==> config.mk <==
export PLATFORM = sky130hd
export DESIGN_NAME = scg_clock_gen
export DESIGN_NICKNAME = d
export VERILOG_FILES = /design/src/scg_pkg.sv /design/src/scg_edge_if.sv /design/src/scg_xck_sync.sv /design/src/scg_clock_gen.sv
export VERILOG_INCLUDE_DIRS = /design/src
export SDC_FILE = /design/constraint.sdc
export NUM_CORES = 1
export LEC_CHECK = 0
export ABC_AREA = 1
export BUFFER_PORTS_ARGS = -buffer_cell sky130_fd_sc_hd__buf_2
export CORE_MARGIN = 3
export CORE_UTILIZATION = 30
export CTS_CLUSTER_SIZE = 24
export DETAILED_ROUTE_END_ITERATION = 10
export GPL_TIMING_DRIVEN = 0
export MAX_ROUTING_LAYER = met4
export PLACE_DENSITY = 0.54
export SETUP_SLACK_MARGIN = 0.5
export SLEW_MARGIN = 0
export SYNTH_ARGS = -nofsm -noshare
export SYNTH_HDL_FRONTEND = slang
export SYNTH_SLANG_ARGS = --single-unit
==> constraint.sdc <==
create_clock -name mclk -period 9 [get_ports mclk]
set_input_delay 1.35 -clock mclk [delete_from_list [all_inputs] [get_ports mclk]]
set_output_delay 1.35 -clock mclk [all_outputs]
set_load 0.1 [all_outputs]
==> src/scg_cfg.svh <==
// constants for the serial port clock generator
`ifndef SCG_CFG_SVH
`define SCG_CFG_SVH
`define SCG_BAUD_W        16
`define SCG_INT_LSB       6
`define SCG_FRAC_W        6
`define SCG_INT_W         10
`define SCG_NUM_SCALE     64
`define SCG_SPB_NORMAL    16
`define SCG_SPB_DOUBLE    8
`define SCG_SPB_SYNC      2
`define SCG_ACC_W         24
`define SCG_XCK_DIV_MIN   4
`define SCG_CLK_PERIOD_PS 5000
`endif

==> src/scg_pkg.sv <==
// types for the serial port clock generator
package scg_pkg;
  typedef enum logic [2:0] {
    SCG_ASYNC_NORMAL,
    SCG_ASYNC_DOUBLE,
    SCG_SYNC_MASTER,
    SCG_SYNC_SLAVE,
    SCG_SPI_MASTER
  } scg_mode_t;
endpackage : scg_pkg

==> src/scg_edge_if.sv <==
// interface carrying the synchronised transfer clock edges
`timescale 1ns/1ps
`default_nettype none
interface scg_edge_if;
  logic level;
  logic rise;
  logic fall;
  modport src (output level, output rise, output fall);
  modport dst (input level, input rise, input fall);
endinterface : scg_edge_if
`default_nettype wire

==> src/scg_xck_sync.sv <==
// two-stage synchroniser and edge detector for the transfer clock input
`timescale 1ns/1ps
`default_nettype none
`include "scg_cfg.svh"
module scg_xck_sync (
  input  wire logic  mclk,
  input  wire logic  rst,
  input  wire logic  pin_in,
  input  wire logic  invert,
  scg_edge_if.src    edge_o
);
  typedef struct packed {
    logic meta;
    logic sync;
    logic last;
  } scg_sync_st_t;
  scg_sync_st_t st_q, st_d;
  logic         pin_inv;

  // inversion sits ahead of the flops so both edges see the same polarity
  assign pin_inv = pin_in ^ invert;

  // ************************************************************
  // next state
  // ************************************************************
  always_comb begin
    st_d      = st_q;
    st_d.meta = pin_inv;
    st_d.sync = st_q.meta;
    st_d.last = st_q.sync;
  end

  always_ff @(posedge mclk) begin
    if (rst) begin
      st_q <= '0;
    end else begin
      st_q <= st_d;
    end
  end

  // edges come only from the second stage onward
  assign edge_o.level = st_q.sync;
  assign edge_o.rise  = st_q.sync & ~st_q.last;
  assign edge_o.fall  = ~st_q.sync & st_q.last;
endmodule : scg_xck_sync
`default_nettype wire

==> src/scg_clock_gen.sv <==
// serial port clock generator: fractional baud, sync master/slave and spi clocking
// ************************************************************
// Summary of operation
// - keeps running in debug halt unless stop-in-debug is set, then freezes.
// - supports normal, double-speed async, sync master, sync slave, spi master clocking.
// - async divisor is 16 bits: ten integer bits, six fraction bits.
// - sync modes ignore fraction; rate is clock over twice integer part.
// - async rate equals 64 times clock over samples-per-bit times divisor.
// - samples per bit 16 normal, 8 double-speed, 2 synchronous.
// - internal generator clocks async, sync master and spi master modes.
// - sync slave takes bit clock from synchronised transfer clock pin edges.
// - double speed doubles bit rate and halves receiver samples per bit.
// - sync role follows transfer clock pin direction; port overrides the pin.
// - receive samples on the edge opposite the transmit change edge.
// - without inversion data changes on rising, samples on falling, except spi phase 0; inversion swaps.
// - spi master uses only internal generator with the synchronous equation.
// - spi leading edge samples with phase 0, sets up with phase 1.
// ************************************************************
`timescale 1ns/1ps
`default_nettype none
`include "scg_cfg.svh"
module scg_clock_gen #(
  parameter int BAUD_W = `SCG_BAUD_W
) (
  input  wire logic                  mclk,
  input  wire logic                  rst,
  input  wire logic                  enable,
  input  wire logic [BAUD_W-1:0]     baud_divisor,
  input  wire logic                  double_speed_setting,
  input  wire logic                  communication_mode_select,
  input  wire logic                  spi_master_select,
  input  wire logic                  transfer_clock_dir_out,
  input  wire logic                  pin_invert_enable,
  input  wire logic                  spi_clock_phase,
  input  wire logic                  debug_halt,
  input  wire logic                  debug_stop_enable,
  input  wire logic                  transfer_clock_pin_in,
  output logic                       transfer_clock_pin_out,
  output logic                       transfer_clock_pin_oe_n,
  output logic                       txclk,
  output logic                       rxclk,
  output logic [4:0]                 samples_per_bit,
  output var scg_pkg::scg_mode_t     mode
);
  localparam int INT_W = `SCG_INT_W;
  localparam int ACC_W = `SCG_ACC_W;

  // ************************************************************
  // state
  // ************************************************************
  typedef struct packed {
    logic [ACC_W-1:0] acc;
    logic [INT_W-1:0] half_cnt;
    logic             xck_level;
    logic             txclk;
    logic             rxclk;
  } scg_st_t;
  scg_st_t st_q, st_d;

  scg_edge_if xedge ();
  logic       run;
  logic       tick_async;
  logic [ACC_W-1:0] step;
  logic [ACC_W-1:0] acc_sum;
  logic [INT_W-1:0] int_part;
  logic       change_edge_sel;

  // freezes only when the halt is asked for; default is to keep running
  assign run = enable & ~(debug_halt & debug_stop_enable);

  // mode decode: pin direction picks master or slave in sync operation
  always_comb begin
    if (spi_master_select) begin
      mode = scg_pkg::SCG_SPI_MASTER;
    end else if (communication_mode_select) begin
      mode = transfer_clock_dir_out ? scg_pkg::SCG_SYNC_MASTER : scg_pkg::SCG_SYNC_SLAVE;
    end else begin
      mode = double_speed_setting ? scg_pkg::SCG_ASYNC_DOUBLE : scg_pkg::SCG_ASYNC_NORMAL;
    end
  end

  // samples per bit by mode; double speed halves the receiver oversampling
  always_comb begin
    case (mode)
      scg_pkg::SCG_ASYNC_NORMAL: samples_per_bit = 5'(`SCG_SPB_NORMAL);
      scg_pkg::SCG_ASYNC_DOUBLE: samples_per_bit = 5'(`SCG_SPB_DOUBLE);
      default:                   samples_per_bit = 5'(`SCG_SPB_SYNC);
    endcase
  end

  scg_xck_sync u_xck_sync (
    .mclk   (mclk),
    .rst    (rst),
    .pin_in (transfer_clock_pin_in),
    .invert (pin_invert_enable),
    .edge_o (xedge.src)
  );

  // ************************************************************
  // fractional generator
  // ************************************************************
  // sample tick rate = clk*64/baud; a bit is S ticks, so bit rate = 64*clk/(S*baud)
  // accumulator of 64 per clock; fraction resolved by carrying the remainder
  assign step     = ACC_W'(`SCG_NUM_SCALE);
  assign acc_sum  = st_q.acc + step;
  assign tick_async = (baud_divisor != '0) && (acc_sum >= ACC_W'(baud_divisor));
  assign int_part = baud_divisor[BAUD_W-1:`SCG_INT_LSB];

  // works on the internal level, before pin inversion, so inversion alone swaps the pin edges;
  // spi phase 0 samples on the leading edge, which puts the change on the trailing edge
  assign change_edge_sel = spi_master_select & ~spi_clock_phase;

  // ************************************************************
  // next state
  // ************************************************************
  always_comb begin
    st_d       = st_q;
    st_d.txclk = 1'b0;
    st_d.rxclk = 1'b0;
    if (run) begin
      case (mode)
        scg_pkg::SCG_ASYNC_NORMAL, scg_pkg::SCG_ASYNC_DOUBLE: begin
          // internal generator; tick is a sample strobe, rate capped at one per clock
          if (tick_async) begin
            st_d.acc   = acc_sum - ACC_W'(baud_divisor);
            st_d.txclk = 1'b1;
            st_d.rxclk = 1'b1;
          end else begin
            st_d.acc = acc_sum;
          end
        end
        scg_pkg::SCG_SYNC_MASTER, scg_pkg::SCG_SPI_MASTER: begin
          // toggle every integer count: period is 2*int clocks, fraction unused
          if (int_part == '0) begin
            st_d.half_cnt = '0;
          end else if (st_q.half_cnt >= int_part - INT_W'(1)) begin
            st_d.half_cnt  = '0;
            st_d.xck_level = ~st_q.xck_level;
            // level is in pin sense before inversion; its rising edge is the change edge unless change_edge_sel is set
            if (~st_q.xck_level ^ change_edge_sel) begin
              st_d.txclk = 1'b1;
            end else begin
              st_d.rxclk = 1'b1;
            end
          end else begin
            st_d.half_cnt = st_q.half_cnt + INT_W'(1);
          end
        end
        scg_pkg::SCG_SYNC_SLAVE: begin
          // synchroniser already applied inversion, so rise is always change edge
          st_d.txclk = xedge.rise;
          st_d.rxclk = xedge.fall;
          st_d.half_cnt  = '0;
          st_d.xck_level = 1'b0;
        end
        default: begin
          st_d = st_q;
        end
      endcase
    end
  end

  always_ff @(posedge mclk) begin
    if (rst) begin
      st_q <= '0;
    end else begin
      st_q <= st_d;
    end
  end

  // ************************************************************
  // outputs
  // ************************************************************
  // port drives the pin only as master; slave leaves it as input
  assign transfer_clock_pin_out  = st_q.xck_level ^ pin_invert_enable;
  assign transfer_clock_pin_oe_n = ~(mode == scg_pkg::SCG_SYNC_MASTER || mode == scg_pkg::SCG_SPI_MASTER);
  assign txclk = st_q.txclk;
  assign rxclk = st_q.rxclk;
endmodule : scg_clock_gen
`default_nettype wire

==> run metrics <==
result of the run=complete, no violations; Worst Hold Launch=u_xck_sync.st_d[1]; final number of max-transition violations=0; post-DP HPWL=9.42 mm; RSZ-0062 raised after global routing=false; classification of the worst-slack hold path=flop to flop; total global routing overflow=0; clock sink count=40; area added between synthesis and finish=13.6%; Std-Cell Core Area=13500 sq um; post-synth cell types=40; largest net degree at the start of global routing=15; max frequency=0.245 GHz; minimum period implied by the final worst setup slack=4.09 ns; maximum fanout along the worst path=6; clock buffer depth=2; 1st-pass router iterations=4; syn avg cell area=5.95 sq um; clock input transition at the sequential cells of the worst setup and hold paths=0.07 ns; relative slew slack=57.4%; synthesized cell area=4220 sq um; fin cells=931; Async S/R FF share, synth=0%; Post-Route Utilization=35.5%; largest vdd supply drop=0.0570 mV; Die Footprint=15500 sq um; number of ports placed on the die boundary=40; sequential fraction of the synthesis area=19.0%; via count of the first global-routing pass=3904; Sum Neg Setup Slack=0 ns; Critical Path Source=baud_divisor[6]; CP Class=primary input to flop; worst-case clock skew=0.0109 ns; number of port buffers=36; initial antenna violation count=0; ratio of routed vias to standard cells=4.50; wirelength, routed=11.5 mm; final hold violation count=0; number of maximum-capacitance constraint violations=0; category of the worst setup path launch point=primary input; num rows=42; FF+latch count, synth=40; Yosys warning count=0; global-route wire length before repair=19.2 mm; TritonCTS clock tree=yes; proportion of layout cells with a drive suffix above 1=12.2%; leakage power of the design=2.47 nW; vertical die dimension=125 microns; final RePlAce weighted congestion=0.862; Resized cells post-CTS=0; arrival time worst endpoint=4.31 ns; Post-CTS Setup Bufs=0; H-tree lvl count=2; Final setup violation count=0; power per unit of standard cell area=125 nW/um^2; total power after layout=0.000599 W; required time at the worst-slack endpoint=9.22 ns; Primary FF master, synth=dfxtp_1; All-Layer GR Usage=15.4%; count of inserted antenna diode cells=0; number of routed nets with antenna violations=0; # placed instances=923; starting density of the core=31.3%; library cell used as clock root buffer=clkbuf_16; Die Width=125 microns; Post-synth EDFFs=0; remaining design rule violation count=0; number of standard cells after synthesis=710; measured slew at the worst slew-check pin=0.639 ns; number of stages on the worst hold path=2; via total after detailed routing=4188; hold buffer count at CTS=0; post-route fraction of the period consumed by the critical path=45.4%; post-layout net count=813; worst r2r path cells=21; TritonCTS buffer count=5; reg-to-reg startpoint=st_q[20]; DRC violation total after the first TritonRoute iteration=195; clock network latency to the later pin of the worst-skew pair=0.29 ns; nature of the critical path endpoint=flop; Wirelength per Cell=12.4 microns
==> placed cells by master, fill, tap and decap left out, types with 13 or more instances in the layout <==
master	Yosys	layout
a21oi_1	52	52
xor2_1	30	30
ha_1	30	30
nor2_1	75	75
buf_2	3	39
nand4_1	18	18
dfxtp_1	40	40
inv_1	121	121
nand3_1	53	53
nand2_2	13	13
nand2_1	199	199
==> kinds of logic (layout without fill, tap and decap cells) <==
| kind of cell | count (synthesis) | in the layout | synth area share (%) |
|---|---|---|---|
| fa+ha+maj | 31 | 31 | 9.37 |
| simple gates | 397 | 397 | 42.3 |
| other cells | 1 | 2 | 0.0888 |
| compound gates | 67 | 67 | 8.60 |
| flops | 40 | 40 | 19.0 |
| xor+xnor | 36 | 36 | 7.47 |
| buf+inv | 138 | 182 | 13.2 |
==> final cells by class <==
cell class / count / area [sq um]
fillers: 1474 / 8710
multi-input cells: 533 / 2870
flip-flops and latches: 40 / 801
inverters: 124 / 465
well taps: 176 / 220
repair buffers: 36 / 180
clock buffers: 5 / 125
plain buffers: 14 / 93.8
clock inverters: 3 / 46.3
==> state kept, by name (all words and copies together), names as in the netlist <==
signal                   count
st_q                        35
rxclk                        1
txclk                        1
u_xck_sync.edge_o.level      1
u_xck_sync.st_d              1
u_xck_sync.st_q              1
==> metrics by stage <==
stage               hold slack [ns]  setup slack [ns]  cell area, sq um
floorplan                     0.388              2.71              4230
global placement              0.401              4.64              4630
detailed placement            0.403              4.63              4630
CTS                           0.413              4.93              4800
global route                  0.427              4.69              4800
finish                        0.406              4.91              4800
==> critical path: stages <==
cell,delay (ns)
buf_2,0.09
inv_1,0.15
nand2_1,0.11
inv_1,0.08
nand3_1,0.11
nor3_1,0.22
xor2_1,0.19
ha_1,0.28
a21oi_1,0.17
o21a_1,0.15
nand4_1,0.17
or2_2,0.33
nor2_1,0.26
inv_1,0.20
or2_2,0.33
a21oi_1,0.12
==> routing by layer <==
layer / share of wire, % / GRT usage (%) / wire [microns] / vias up
li1: - / - / - / 2311
met1: 53 / 21.2 / 6080 / 1819
met2: 44 / 23.7 / 5040 / 46
met3: 1.9 / 1.76 / 214 / 12
met4: 1.8 / 4.26 / 202 / 0
met5: 0 / - / 0 / -
==> final timing paths <==
kind                                           endpoint  slack (ns)
worst max-delay path                           st_q[12]        4.91
worst min-delay path            u_xck_sync.edge_o.level        0.41
worst max register to register                 st_q[31]        5.49
worst min register to register  u_xck_sync.edge_o.level        0.41
==> power breakdown <==
group          total [W]  internal [W]  switching, W  leakage (nW)
registers       0.000189      0.000184    0.00000538         0.325
clock network   0.000214      0.000132     0.0000824        0.0804
logic           0.000195     0.0000641      0.000131          2.07
==> cells in the mapped netlist, types with 3 or more instances <==
| cell | instances | area, sq um |
|---|---|---|
| nand3_1 | 53 | 265 |
| nand3b_1 | 5 | 37.5 |
| xor2_1 | 30 | 263 |
| dfxtp_1 | 40 | 801 |
| o21ai_0 | 4 | 20.0 |
| nand2_1 | 199 | 747 |
| inv_1 | 121 | 454 |
| clkbuf_1 | 5 | 18.8 |
| nand4_1 | 18 | 113 |
| nor2_1 | 75 | 282 |
| nor2_4 | 6 | 67.6 |
| a21oi_1 | 52 | 260 |
| a31oi_1 | 3 | 18.8 |
| or2_2 | 5 | 31.3 |
| nor3_1 | 7 | 35.0 |
| buf_4 | 4 | 30.0 |
| xnor2_1 | 6 | 52.6 |
| ha_1 | 30 | 375 |
| buf_2 | 3 | 15.0 |
| nand2_2 | 13 | 81.3 |
| nor2_2 | 6 | 37.5 |
No activity file was read; power rests on OpenSTA's default activity.
